`config.mk`:
```
export PLATFORM = sky130hd
export DESIGN_NAME = rcp_cmd_port
export DESIGN_NICKNAME = d
export VERILOG_FILES = /design/src/logic/rcp_pkg.sv /design/src/logic/rcp_cmd_port.sv
export SDC_FILE = /design/constraint.sdc
export NUM_CORES = 2
export LEC_CHECK = 0
export BUFFER_PORTS_ARGS = -buffer_cell sky130_fd_sc_hd__buf_4
export CAP_MARGIN = 20
export CORE_AREA = 4 4 328 330
export DETAILED_ROUTE_END_ITERATION = 12
export DIE_AREA = 0 0 332 334
export PLACE_DENSITY_LB_ADDON = 0.2
export SLEW_MARGIN = 5
export SYNTH_ARGS = -nofsm -noshare
export SYNTH_HDL_FRONTEND = slang
export SYNTH_SLANG_ARGS = --single-unit
export TNS_END_PERCENT = 1
```
`constraint.sdc`:
```
create_clock -name i_clock -period 13.8 [get_ports i_clock]
set_clock_uncertainty 0.15 [all_clocks]
set_input_delay 0 -clock i_clock [delete_from_list [all_inputs] [get_ports i_clock]]
set_output_delay 0 -clock i_clock [all_outputs]
set_load 0.03 [all_outputs]
```
`src/logic/rcp_pkg.sv`:
```
package rcp_pkg;
  localparam int NUM_W = 24;
  localparam int RD_W = 11;
  localparam int REP_N = 49;
  localparam int EQ_N = 4;
  localparam logic [3:0] KEY_MAX = 4'h8;
  localparam logic [3:0] DS_MAX = 4'h4;
  localparam logic [7:0] CH_LF = 8'h0A;
  localparam logic [7:0] CH_CR = 8'h0D;
  localparam logic [7:0] CH_SP = 8'h20;
  localparam logic [7:0] CH_Q = 8'h3F;
  localparam logic [7:0] CH_COMMA = 8'h2C;
  localparam logic [7:0] CH_MINUS = 8'h2D;
  localparam logic [7:0] CH_PLUS = 8'h2B;
  localparam logic [7:0] CH_DOT = 8'h2E;
  localparam logic [7:0] CH_0 = 8'h30;
  localparam logic [7:0] CH_9 = 8'h39;
  localparam logic [7:0] CH_E = 8'h45;
  localparam logic [7:0] CH_UA = 8'h41;
  localparam logic [7:0] CH_UZ = 8'h5A;
  localparam logic [7:0] CH_LA = 8'h61;
  localparam logic [7:0] CH_LZ = 8'h7A;
  localparam logic [7:0] CASE_MASK = 8'hDF;
  // Keywords, upper case, right-justified
  localparam logic [63:0] KW_NONE = 64'h0;
  localparam logic [63:0] KW_BAD = 64'hFFFFFFFFFFFFFFFF;
  localparam logic [63:0] KW_A = 64'h41;
  localparam logic [63:0] KW_B = 64'h42;
  localparam logic [63:0] KW_AS = 64'h4153;
  localparam logic [63:0] KW_BS = 64'h4253;
  localparam logic [63:0] KW_CHAN = 64'h4348414E;
  localparam logic [63:0] KW_STANDBY = 64'h5354414E444259;
  localparam logic [63:0] KW_MEASURE = 64'h4D454153555245;
  localparam logic [63:0] KW_CONTROL = 64'h434F4E54524F4C;
  localparam logic [63:0] KW_VENT = 64'h56454E54;
  localparam logic [63:0] KW_LINKED = 64'h4C494E4B4544;
  localparam logic [63:0] KW_KEYLOCK = 64'h4B45594C4F434B;
  localparam logic [63:0] KW_OUTFORM = 64'h4F5554464F524D;
  localparam logic [63:0] KW_ERROR = 64'h4552524F52;
  localparam logic [63:0] KW_RHI = 64'h524154454849;
  localparam logic [63:0] KW_RLO = 64'h524154454C4F;
  localparam logic [63:0] KW_RSP = 64'h52415445534554;
  localparam logic [63:0] KW_RTIME = 64'h5254494D45;
  localparam logic [31:0] DS_A = 32'h41;
  localparam logic [31:0] DS_B = 32'h42;
  localparam logic [31:0] DS_YES = 32'h594553;
  localparam logic [31:0] DS_NO = 32'h4E4F;
  localparam logic [31:0] DS_ON = 32'h4F4E;
  localparam logic [31:0] DS_OFF = 32'h4F4646;
  localparam logic [31:0] DS_SEC = 32'h534543;
  localparam logic [31:0] DS_MIN = 32'h4D494E;
  localparam logic [31:0] DS_HOUR = 32'h484F5552;
  localparam logic [87:0] TX_YES = 88'h594553;
  localparam logic [87:0] TX_NO = 88'h4E4F;
  localparam logic [3:0] LEN_YES = 4'h3;
  localparam logic [3:0] LEN_NO = 4'h2;
  localparam logic [3:0] LEN_1 = 4'h1;
  localparam logic [3:0] LEN_RD = 4'hB;
  localparam logic [5:0] LEN_CRLF = 6'h2;
  localparam logic [7:0] ERR_NONE = 8'h00;
  localparam logic [7:0] ERR_KEY = 8'h01;
  localparam logic [7:0] ERR_DATA = 8'h02;
  localparam logic [7:0] ERR_RANGE = 8'h03;
  localparam logic [7:0] ERR_QUERY = 8'h04;
  localparam logic [2:0] OF_1 = 3'h1;
  localparam logic [2:0] OF_3 = 3'h3;
  localparam logic [2:0] OF_4 = 3'h4;
  localparam logic [7:0] REG_STATUS = 8'h00;
  localparam logic [7:0] REG_MODES = 8'h04;
  localparam logic [7:0] REG_CTRL = 8'h08;
  localparam logic [7:0] REG_RATE = 8'h0C;
  localparam int CTRL_LINK = 0;
  localparam int CTRL_CHAN = 1;
  localparam int CTRL_OF = 4;
  localparam int STB_RQS = 6;
  localparam logic signed [NUM_W-1:0] RST_RHI = 24'sh000001;
  typedef enum logic [1:0] {
    PS_KEY = 2'b00, PS_DATA = 2'b01, PS_SEND = 2'b10
  } rcp_ps_t;
  typedef enum logic [1:0] {
    MODE_STANDBY = 2'b00, MODE_MEASURE = 2'b01, MODE_CONTROL = 2'b10, MODE_VENT = 2'b11
  } rcp_mode_t;
  typedef enum logic [1:0] {
    PER_SEC = 2'b00, PER_MIN = 2'b01, PER_HOUR = 2'b10
  } rcp_per_t;
  typedef struct packed {logic valid; logic eoi; logic [7:0] data;} rcp_rx_t;
  typedef struct packed {logic valid; logic [7:0] data;} rcp_tx_t;
  typedef struct packed {
    logic llo; logic gtl; logic get; logic dcl; logic sdc; logic spoll; logic talk; logic ren;
  } rcp_msg_t;
  typedef struct packed {
    logic [8*RD_W-1:0] pa; logic [8*RD_W-1:0] pb; logic [8*RD_W-1:0] ra; logic [8*RD_W-1:0] rb;
  } rcp_rd_t;
  typedef struct packed {
    rcp_ps_t ps; logic [63:0] key; logic [3:0] klen; logic kq; logic kbad;
    logic [31:0] dstr; logic [3:0] dlen; logic dany; logic dnum; logic dneg; logic dfrac;
    logic dend; logic dbad; logic [1:0] items; logic [NUM_W-1:0] dval;
    logic [8*REP_N-1:0] rep; logic [5:0] rlen; logic [5:0] rptr;
    rcp_mode_t ma; rcp_mode_t mb; logic act; logic linked; logic lock; logic remote;
    logic held; logic [2:0] of; rcp_rd_t hold;
    logic signed [NUM_W-1:0] rhi; logic signed [NUM_W-1:0] rlo; logic signed [NUM_W-1:0] rsp;
    rcp_per_t per; logic [EQ_N-1:0][7:0] eq; logic [2:0] ecnt; logic srq; logic [31:0] rdata;
  } rcp_st_t;
endpackage

```
`src/logic/rcp_cmd_port.sv`:
```
// Added by the designer: the plain strobed port and the register addresses.
module rcp_cmd_port (
  input wire logic i_clock,
  input wire logic i_nrst,
  input wire rcp_pkg::rcp_rx_t i_rx,
  output logic o_rx_ready,
  input wire rcp_pkg::rcp_msg_t i_msg,
  output logic [7:0] o_stb,
  output logic o_srq,
  output logic o_remote,
  output logic o_keypad_en,
  output rcp_pkg::rcp_tx_t o_tx,
  input wire logic i_tx_ready,
  input wire rcp_pkg::rcp_rd_t i_rd,
  input wire logic i_stable_a,
  input wire logic i_stable_b,
  input wire logic [rcp_pkg::NUM_W-1:0] i_fs_a,
  input wire logic [rcp_pkg::NUM_W-1:0] i_fs_b,
  output rcp_pkg::rcp_mode_t o_mode_a,
  output rcp_pkg::rcp_mode_t o_mode_b,
  output logic o_active_b,
  output logic signed [rcp_pkg::NUM_W-1:0] o_rate_hi,
  output logic signed [rcp_pkg::NUM_W-1:0] o_rate_lo,
  output logic signed [rcp_pkg::NUM_W-1:0] o_rate_sp,
  output rcp_pkg::rcp_per_t o_rate_per,
  input wire logic [7:0] i_addr,
  input wire logic [31:0] i_wdata,
  input wire logic i_wr,
  input wire logic i_rd_stb,
  output logic [31:0] o_rdata
);
  import rcp_pkg::*;

  rcp_st_t s, n, p;
  logic [7:0] uc, pcode;
  logic take, term, sep, dig, lett, pop, dok, dnone, fits, ismode, mode_wr;
  logic go_s, go_l;
  logic [1:0] ynv;
  logic [87:0] txt;
  logic [3:0] tl;
  logic [31:0] d;
  logic signed [NUM_W-1:0] val, fs;
  logic [8*REP_N-1:0] rb;
  rcp_rd_t rd;
  rcp_mode_t mv, am;

  // Short text goes first, then CR LF; unused tail stays zero
  function automatic logic [8*REP_N-1:0] short_rep(input logic [87:0] t, input logic [3:0] len);
    logic [8*REP_N-1:0] r;
    r = '0;
    for (int i = 0; i < RD_W; i++) begin
      if (i < int'(len)) r[8*(REP_N-1-i) +: 8] = t[8*(int'(len)-1-i) +: 8];
    end
    r[8*(REP_N-1-int'(len)) +: 8] = CH_CR;
    r[8*(REP_N-2-int'(len)) +: 8] = CH_LF;
    return r;
  endfunction

  function automatic logic [91:0] yn(input logic v);
    return v ? {TX_YES, LEN_YES} : {TX_NO, LEN_NO};
  endfunction

  // {valid, value} for YES/ON and NO/OFF
  function automatic logic [1:0] yn_in(input logic [31:0] v);
    return {v == DS_YES || v == DS_ON || v == DS_NO || v == DS_OFF, v == DS_YES || v == DS_ON};
  endfunction

  assign o_rx_ready = s.ps != PS_SEND;
  assign o_tx.valid = s.ps == PS_SEND;
  assign o_tx.data = s.rep[8*(REP_N-1-int'(s.rptr)) +: 8];

  always_comb begin
    n = s;
    pcode = ERR_NONE;
    pop = 1'b0;
    go_s = 1'b0;
    go_l = 1'b0;
    txt = '0;
    tl = LEN_1;
    rb = '0;
    mode_wr = 1'b0;
    n.rdata = '0;
    uc = (i_rx.data >= CH_LA && i_rx.data <= CH_LZ) ? (i_rx.data & CASE_MASK) : i_rx.data;
    take = i_rx.valid && o_rx_ready;
    sep = uc <= CH_SP && uc != CH_LF;
    dig = uc >= CH_0 && uc <= CH_9;
    lett = uc >= CH_UA && uc <= CH_UZ;
    term = take && (uc == CH_LF || i_rx.eoi);
    rd = s.held ? s.hold : i_rd;
    fs = $signed(s.act ? i_fs_b : i_fs_a);
    am = s.act ? s.mb : s.ma;
    // -----------------------------------
    // Register port
    // -----------------------------------
    if (i_wr && i_addr == REG_CTRL) begin
      n.linked = i_wdata[CTRL_LINK];
      n.act = i_wdata[CTRL_CHAN];
      if (i_wdata[CTRL_OF +: 3] == OF_1 || i_wdata[CTRL_OF +: 3] == OF_3 ||
          i_wdata[CTRL_OF +: 3] == OF_4) n.of = i_wdata[CTRL_OF +: 3];
    end
    if (i_rd_stb) begin
      case (i_addr)
        REG_STATUS: n.rdata = {19'h0, s.ecnt, 1'b0, s.of, s.held, s.linked, s.act, s.lock,
                               s.remote, s.srq};
        REG_MODES: n.rdata = {26'h0, s.per, s.mb, s.ma};
        REG_CTRL: n.rdata = {25'h0, s.of, 2'h0, s.act, s.linked};
        REG_RATE: n.rdata = {8'h0, s.rsp};
        default: n.rdata = '0;
      endcase
    end
    // -----------------------------------
    // Reply transmit
    // -----------------------------------
    if (s.ps == PS_SEND && i_tx_ready) begin
      n.rptr = s.rptr + 6'h1;
      if (s.rptr == s.rlen - 6'h1) n.ps = PS_KEY;
    end
    // -----------------------------------
    // Character parser
    // -----------------------------------
    if (take && uc != CH_LF) begin
      if (s.ps == PS_KEY) begin
        if (sep) begin
          if (s.klen != 4'h0 || s.kq) n.ps = PS_DATA;
        end else if (s.kq) begin
          n.kbad = 1'b1;
        end else if (uc == CH_Q) begin
          n.kq = 1'b1;
        end else if (s.klen == KEY_MAX) begin
          n.key = KW_BAD;
        end else begin
          n.key = {s.key[55:0], uc};
          n.klen = s.klen + 4'h1;
        end
      end else if (sep) begin
        n.dend = s.dany;
      end else if (uc == CH_COMMA) begin
        if (s.items != 2'h3) n.items = s.items + 2'h1;
        n.dend = 1'b0;
      end else if (s.items == 2'h0) begin
        if (s.dend) n.dbad = 1'b1;
        if (!s.dany) begin
          n.dnum = dig || uc == CH_MINUS || uc == CH_PLUS || uc == CH_DOT;
          n.dneg = uc == CH_MINUS;
        end else if ((uc == CH_MINUS || uc == CH_PLUS) && !s.dfrac) begin
          n.dbad = 1'b1;
        end
        if (dig && !s.dfrac) n.dval = NUM_W'(s.dval * 10 + {4'h0, uc[3:0]});
        if (uc == CH_DOT || uc == CH_E) n.dfrac = 1'b1;
        if (n.dnum && lett && uc != CH_E) n.dbad = 1'b1;
        n.dstr = {s.dstr[23:0], uc};
        if (s.dlen != 4'hF) n.dlen = s.dlen + 4'h1;
        n.dany = 1'b1;
      end
    end
    // -----------------------------------
    // Statement execution
    // -----------------------------------
    p = n;
    val = p.dneg ? -$signed(p.dval) : $signed(p.dval);
    dnone = !p.dany && p.items == 2'h0;
    dok = p.dany && !p.dbad && p.items == 2'h0;
    fits = p.dlen <= DS_MAX;
    d = fits ? p.dstr : '0;
    ynv = yn_in(d);
    ismode = 1'b1;
    case (p.key)
      KW_STANDBY: mv = MODE_STANDBY;
      KW_MEASURE: mv = MODE_MEASURE;
      KW_CONTROL: mv = MODE_CONTROL;
      KW_VENT: mv = MODE_VENT;
      default: begin
        mv = MODE_STANDBY;
        ismode = 1'b0;
      end
    endcase
    if (term) begin
      n.ps = PS_KEY;
      n.key = KW_NONE;
      n.klen = 4'h0;
      n.kq = 1'b0;
      n.kbad = 1'b0;
      n.dstr = '0;
      n.dlen = 4'h0;
      {n.dany, n.dnum, n.dneg, n.dfrac, n.dend, n.dbad} = '0;
      n.items = 2'h0;
      n.dval = '0;
      if (p.klen == 4'h0 && !p.kq) begin
        n.ps = PS_KEY;
      end else if (p.kbad) begin
        pcode = ERR_DATA;
      end else if (p.kq) begin
        if (!dnone) pcode = ERR_QUERY;
        else begin
          go_s = 1'b1;
          case (p.key)
            KW_NONE, KW_OUTFORM: txt[7:0] = CH_0 | {5'h0, s.of};
            KW_A: {txt, tl} = {rd.pa, LEN_RD};
            KW_B: {txt, tl} = {rd.pb, LEN_RD};
            KW_AS: {txt, tl} = yn(i_stable_a);
            KW_BS: {txt, tl} = yn(i_stable_b);
            KW_CHAN: txt[7:0] = CH_UA + {7'h0, s.act};
            KW_LINKED: {txt, tl} = yn(s.linked);
            KW_KEYLOCK: {txt, tl} = yn(s.lock);
            KW_ERROR: begin
              txt[7:0] = CH_0 | (s.ecnt != 3'h0 ? s.eq[0] : ERR_NONE);
              pop = 1'b1;
            end
            default: begin
              if (ismode) {txt, tl} = yn(am == mv);
              else begin
                go_s = 1'b0;
                pcode = ERR_KEY;
              end
            end
          endcase
        end
      end else begin
        case (p.key)
          KW_A, KW_B: begin
            if (dnone) n.act = p.key == KW_B;
            else pcode = ERR_DATA;
          end
          KW_CHAN: begin
            if (dok && (d == DS_A || d == DS_B)) n.act = d == DS_B;
            else pcode = ERR_DATA;
          end
          KW_LINKED: begin
            if (dok && ynv[1]) n.linked = ynv[0];
            else pcode = ERR_DATA;
          end
          KW_KEYLOCK: begin
            if (dok && ynv[1]) n.lock = ynv[0];
            else pcode = ERR_DATA;
          end
          KW_OUTFORM: begin
            if (dok && p.dnum && !p.dfrac && (val == 1 || val == 3 || val == 4))
              n.of = val[2:0];
            else pcode = ERR_DATA;
          end
          KW_RHI: begin
            if (!(dok && p.dnum)) pcode = ERR_DATA;
            else if (val <= fs && val > s.rlo && val >= s.rsp) n.rhi = val;
            else pcode = ERR_RANGE;
          end
          KW_RLO: begin
            if (!(dok && p.dnum)) pcode = ERR_DATA;
            else if (val < s.rhi && val <= s.rsp) n.rlo = val;
            else pcode = ERR_RANGE;
          end
          KW_RSP: begin
            if (!(dok && p.dnum)) pcode = ERR_DATA;
            else if (val >= s.rlo && val <= s.rhi) n.rsp = val;
            else pcode = ERR_RANGE;
          end
          KW_RTIME: begin
            if (dok && d == DS_SEC) n.per = PER_SEC;
            else if (dok && d == DS_MIN) n.per = PER_MIN;
            else if (dok && d == DS_HOUR) n.per = PER_HOUR;
            else pcode = ERR_DATA;
          end
          default: begin
            if (ismode && dnone) begin
              mode_wr = 1'b1;
              if (s.linked) begin
                n.ma = mv;
                n.mb = mv;
              end else if (s.act) n.mb = mv;
              else n.ma = mv;
            end else pcode = ismode ? ERR_DATA : ERR_KEY;
          end
        endcase
      end
    end else if (i_msg.talk && s.ps != PS_SEND) begin
      // Talk addressing with nothing queued sends readings, freeing the trigger latch
      go_l = 1'b1;
      n.held = 1'b0;
      case (s.of)
        OF_3: rb = {rd.pa, CH_COMMA, rd.pb, CH_COMMA, rd.ra, CH_COMMA, rd.rb, CH_CR, CH_LF};
        OF_4: rb = short_rep(s.act ? rd.pb : rd.pa, LEN_RD);
        default: rb = {rd.pa, CH_COMMA, rd.pb, CH_CR, CH_LF, {(8*(REP_N-2*RD_W-3)){1'b0}}};
      endcase
    end
    if (go_s) begin
      n.rep = short_rep(txt, tl);
      n.rlen = {2'h0, tl} + LEN_CRLF;
    end else if (go_l) begin
      n.rep = rb;
      n.rlen = s.of == OF_3 ? 6'(REP_N) : s.of == OF_4 ? {2'h0, LEN_RD} + LEN_CRLF :
               6'(2 * RD_W + 3);
    end
    if (go_s || go_l) begin
      n.ps = PS_SEND;
      n.rptr = 6'h0;
    end
    // -----------------------------------
    // Error queue and service request
    // -----------------------------------
    if (i_msg.spoll) begin
      n.ecnt = 3'h0;
      n.srq = 1'b0;
    end else if (pop && s.ecnt != 3'h0) begin
      n.eq = s.eq >> 8;
      n.ecnt = s.ecnt - 3'h1;
    end
    if (pcode != ERR_NONE) begin
      if (n.ecnt < 3'(EQ_N)) begin
        n.eq[n.ecnt[1:0]] = pcode;
        n.ecnt = n.ecnt + 3'h1;
      end
      n.srq = 1'b1;
    end
    // -----------------------------------
    // Interface messages
    // -----------------------------------
    if (take && i_msg.ren) n.remote = 1'b1;
    if (!i_msg.ren || i_msg.gtl) n.remote = 1'b0;
    if (i_msg.gtl) n.lock = 1'b0;
    if (i_msg.llo) n.lock = 1'b1;
    if (i_msg.get) begin
      n.hold = i_rd;
      n.held = 1'b1;
    end
    if (i_msg.dcl || i_msg.sdc) begin
      // Clear wins over the key, items, reply and errors of this cycle, not over dval, dfrac, dstr or dlen; remote state is left alone
      n.ps = PS_KEY;
      n.key = KW_NONE;
      n.klen = 4'h0;
      {n.kq, n.kbad, n.dany, n.dend, n.dbad, n.held} = '0;
      n.items = 2'h0;
      n.rptr = 6'h0;
      n.ecnt = 3'h0;
      n.srq = 1'b0;
    end
  end

  always_ff @(posedge i_clock or negedge i_nrst) begin
    if (!i_nrst) begin
      s <= '0;
      s.rhi <= RST_RHI;
      s.of <= OF_1;
    end else begin
      s <= n;
    end
  end

  // No parallel poll or controller logic exists; status byte serves serial poll
  always_comb begin
    o_stb = '0;
    o_stb[STB_RQS] = s.srq;
  end
  assign o_srq = s.srq;
  assign o_remote = s.remote;
  assign o_keypad_en = !s.lock;
  assign o_mode_a = s.ma;
  assign o_mode_b = s.mb;
  assign o_active_b = s.act;
  assign o_rate_hi = s.rhi;
  assign o_rate_lo = s.rlo;
  assign o_rate_sp = s.rsp;
  assign o_rate_per = s.per;
  assign o_rdata = s.rdata;
endmodule

```
==> results.txt, run 1 <==
- The clock tree synthesis step divided the H-tree into 3 levels.
- Primary FF master, synth: dfrtp_1
* DP Area: 67000 µm²
- Global routing consumed, over all layers together, 65.5% of the routing resources.
- For this run, the number of Yosys warnings is 1.
- Largest net degree at the start of global routing: 200
* Count of standard-cell rows: 119
* Synthesized area divided by synthesized cell count: 9.69 µm²
* PortBufs: 554
* Leading post-synthesis cells by instance count: dfrtp_1, nand2_1, nor2_1
* Cell with the most instances after synthesis: dfrtp_1
* Number of buffers on the longest clock path: 3
- Placer congestion estimate: 1.01
- Post-CTS resize count: 0
- In the synthesized netlist the async set-or-reset flop fraction comes to 100%.
- The first error in the log reads "[ERROR GRT-0232] Routing congestion too high. Check the congestion heatmap in the GUI".
- The run stopped with a tool error.
- Yosys cell types: 110
- Die span in y: 334 µm
- Cell count after synthesis: 6450
- The clock net in this run drives a total of 1005 sinks.
* FF+latch count, synth: 1005
* Count of pins on the block boundary: 597
* Cell accounting for the most synthesized area: dfrtp_1
- The total overflow left after global routing is 136.
* Failed at: global routing
* Synthesized cell area: 62500 µm²
* Share of the synthesized area in the top cell type: 40.2%
* Clock tree root buffer cell: clkbuf_16
* Number of buffers inserted by post-CTS setup repair: 0
* Initial antenna violation count: 119
- EDFF count, synth: 0
- Hold buffer count at cts: 826
- Top post-synthesis cells by area: dfrtp_1, mux2_2, mux2i_1
- For this configuration, the core starts out at a cell density of 59.6%.
- The die is 332 µm wide.
* Post-DP HPWL: 168 mm
- The number of clock buffers added by TritonCTS is 108.
- Sequential elements use 40.2% of the synthesized area.
-- kinds of logic after synthesis --
group	count (synthesis)	synth area share [%]
AO/OA/AOI/OAI	1407	14.4
XOR/XNOR	83	1.25
adder cells (fa/ha/maj)	163	3.31
buffers and inverters	696	4.93
flip-flops	1005	40.2
multiplexers	1044	20.5
other	1	0.00600
AND/OR/NAND/NOR	2051	15.4
-- per-layer routing --
metal / overflow / global-route usage, %
met3: 3 / 48.3
met4: 64 / 53.8
met5: 1 / 29.3
met2: 64 / 83.1
met1: 4 / 69.6
-- through the flow --
step	hold WS, ps	utilization, %	std cells	setup slack (ps)
after global placement	19.5	63.9	7960	4420
after CTS	0.432	75.6	8987	4040
after floorplan	-446	-	6464	5730
after detailed placement	21.6	63.9	7961	4190
==> inputs of run 2 (changes only) <==
--- a/config.mk
+++ b/config.mk
@@ -7,10 +7,10 @@
 export LEC_CHECK = 0
 export BUFFER_PORTS_ARGS = -buffer_cell sky130_fd_sc_hd__buf_4
 export CAP_MARGIN = 20
-export CORE_AREA = 4 4 328 330
+export CORE_AREA = 4 4 401 403
 export DETAILED_ROUTE_END_ITERATION = 12
-export DIE_AREA = 0 0 332 334
-export PLACE_DENSITY_LB_ADDON = 0.2
+export DIE_AREA = 0 0 405 407
+export PLACE_DENSITY_LB_ADDON = 0.15
 export SLEW_MARGIN = 5
 export SYNTH_ARGS = -nofsm -noshare
 export SYNTH_HDL_FRONTEND = slang
==> run 2 against run 1 <==
  * The run now ends clean
  * Area after synthesis unchanged
  * Synthesized cell count did not move
==> results.txt, run 2 <==
* Clock transition time at the flip-flop clock pins of the worst setup and hold paths: 60 ps
- For this run, the top clock speed supported by timing is 97.4 MHz.
- After clock tree synthesis, the flow added hold-fix buffers numbering 852.
* Total power divided by cell area: 96.0 nW/µm²
- At the worst endpoint, the required time is 14310 ps.
- For this run, the register share of the synthesized area comes to 40.2%.
- After detailed routing, no signal wire sits above met5.
* Top post-synthesis cells by area: dfrtp_1, mux2_2, mux2i_1
- FF+latch count, synth: 1005
- In this run the worst path has a maximum fanout of 53.
- Initial antenna violation count: 38
- H-tree depth reported by CTS: 3
- Mux cell area share after synthesis: 20.5%
- On the worst path, the slowest cell contributes a delay of 1050 ps.
* Met2 wire len: 117 mm
- Counting the buffers created by CTS gives 118.
* Vias in the first global route: 57200
- Post-DP HPWL: 182 mm
* Post-CTS resize count: 0
- Share of cells above drive strength 1: 21.0%
- Endpoints failing setup: 0
* Largest net degree at the start of global routing: 164
- Across the VDD grid, the largest voltage drop is 0.108 mV.
* Die area: 165000 µm²
* TNS Setup: 0 ps
- The slowest stage of the critical path belongs to the cell ha_1.
- Compared with the post-synthesis result, the final layout area differs by 29.1%.
- Worst hold slack: 47.1 ps
* Warnings from Yosys: 1
- The run finished with clean final reports.
* Total iterations of the first detailed-routing run: 6
- Initial cell density of the core: 39.7%
* PortBufs: 554
- A synthesized cell averages 9.69 µm².
* Sum of met3 wire segment lengths after detailed routing: 19.9 mm
- For this run, the leading register cell type out of synthesis is dfrtp_1.
- Sinks on the clock net: 1005
* X dimension of the die: 405 µm
- After synthesis, the netlist uses 110 different library cells.
- After detailed routing, the wire length on met1 is 114 mm.
- Leakage dissipation: 33.6 nW
- Largest register FFs: 750
- Detail-routed net length per standard cell: 26.8 µm
- The worst setup path is launched from a flip-flop.
- Across the run, the number of max-cap violations was 0.
- RSZ-0062 raised after global routing: no
- Hold Violations, Final: 0
- Final antenna-violating net count: 0
* Kind of end point of the critical path: flip-flop
* Count of pins over their slew limit: 0
* Number of vias per cell after detailed routing: 5.91
- The congestion estimate from routability-driven global placement came to 0.980.
* Count of standard-cell rows: 146
- The cell that appears most often on the critical path is buf_4.
- EDFF count, synth: 0
- Total vias in the final route: 57600
- The layout has 14200 filler cells.
* Cell count after synthesis: 6450
* Classification of the worst setup path: flip-flop to flip-flop
* Most frequent cells in the layout: dfrtp_1, dlygate4sd3_1, buf_4, nand2_1, nor2_1
- TritonCTS built the clock tree.
* Count of pins on the block boundary: 597
* Post-layout nets: 8181
* Cell with the most instances after synthesis: dfrtp_1
* DRC viols: 0
- R2R Setup Slk: 3530 ps
* Post-detailed-routing wire length: 261 mm
- At the later pin of the worst-skew pair, clock insertion delay measures 800 ps.
* Arrival time of data at the critical path endpoint: 10780 ps
* Synthesized-area fraction occupied by ao, oa, aoi and oai cells: 14.4%
* Hold crit path type: primary input to flip-flop
- Counting instances in the post-synthesis netlist gives the leading cell types as dfrtp_1, nand2_1, nor2_1.
- Share of synthesized cell area in full adder, half adder and majority cells: 3.31%
- The largest registers in the layout are p (750), s (150).
* Ys async rst share: 100%
- Counting I/O delays and the setup requirement, the final critical path takes 10270 ps.
- Placeable core area: 157000 µm²
- Buffers added to address setup during post-CTS repair amount to 0.
- Cell accounting for the most synthesized area: dfrtp_1
- Slew at the pin closest to its max-slew limit: 1200 ps
- The first global-routing pass estimated 384 mm of wire.
- Initial detailed-routing violation count: 5740
- Die span in y: 407 µm
- Summing the areas of all and, or, nand and nor instances in the mapped netlist gives 15.4% of the synthesized area.
* Aggregate global-route resource usage: 30.9%
- The register with the most flip-flops in the final layout is p.
- The synthesized design devotes to its leading area cell type 40.2% of total area.
* Worst rel slew slack: 19.8%
- After synthesis, the largest family of logic cells by area is multiplexers.
* Grt total ovfl: 0
* Share of the cycle needed by the critical path after routing: 74.4%
- Clock tree synthesis selected as its root buffer the cell clkbuf_16.
* Most common cell after layout, fill and taps aside: dfrtp_1
* Number of buffers on the longest clock path: 3
* Xor/xnor cell area share of the yosys netlist: 1.25%
- The cell area that synthesis handed to floorplanning was 62500 µm².
-- run 2: cell counts after synthesis --
Identical to the previous run, type by type.
-- run 2: critical path: cells and delay by family, from the launching register on --
kind,cells,cell delay (ps)
adders and majority gates,3,1460
and+or+nand+nor,12,3620
buffers and inverters,9,3160
AOI/OAI and AO/OA,5,1260
DFF,1,430
-- run 2: cell families (layout without fill, tap and decap cells) --
family / Yosys count / in the layout
simple gates: 2051 / 2051
compound gates: 1407 / 1407
other cells: 1 / 39
buf+inv: 696 / 1881
fa+ha+maj: 163 / 163
xor+xnor: 83 / 83
flops: 1005 / 1005
mux: 1044 / 1044
-- run 2: area by class of cell --
cell class	instances	area [µm²]	share of cell area, %
well taps	2072	2590	3.21
diodes	24	60.1	0.0744
clock buffers	178	3530	4.38
clock inverters	38	554	0.687
repair buffers	1539	13800	17.1
flip-flops and latches	1005	25200	31.2
inverters	126	473	0.586
multi-input cells	4763	34500	42.8
-- run 2: where the power goes --
group          internal, mW  switching, mW  total (mW)
sequential             3.12          0.133        3.25
combinational         0.568          0.601        1.17
clock                  1.93           1.39        3.33
-- run 2: routing by layer --
layer | vias up | track usage [%]
met5 | - | 0
met4 | 24 | 10.6
met3 | 485 | 6.64
met2 | 2317 | 48.2
met1 | 29000 | 42.6
li1 | 25800 | -
-- run 2: final timing paths --
path	startpoint	to	depth (start not counted)
max in group asynchronous	i_nrst	p[324]	6
setup / recovery	s[980]	p[827]	29
setup reg to reg	s[980]	p[827]	29
hold / removal	i_rd[18]	p[552]	4
hold reg to reg	p[571]	p[571]	2
min in group asynchronous	i_nrst	p[581]	4
-- run 2: through the flow --
stage / cells / util (%) / cell area [µm²] / worst slack [ps] / total power [mW]
detailed placement: 8649 / 43.1 / 67900 / 3860 / 4.22
global route: 9732 / 51.2 / 80600 / 3190 / 7.99
floorplan: 6464 / - / 62500 / 5730 / 3.77
finish: 9745 / 51.2 / 80700 / 3530 / 7.75
CTS: 9717 / 51.2 / 80600 / 3820 / 7.76
global placement: 8649 / 43.1 / 67900 / 3960 / 4.20
Power figures use the tool's default switching activity.
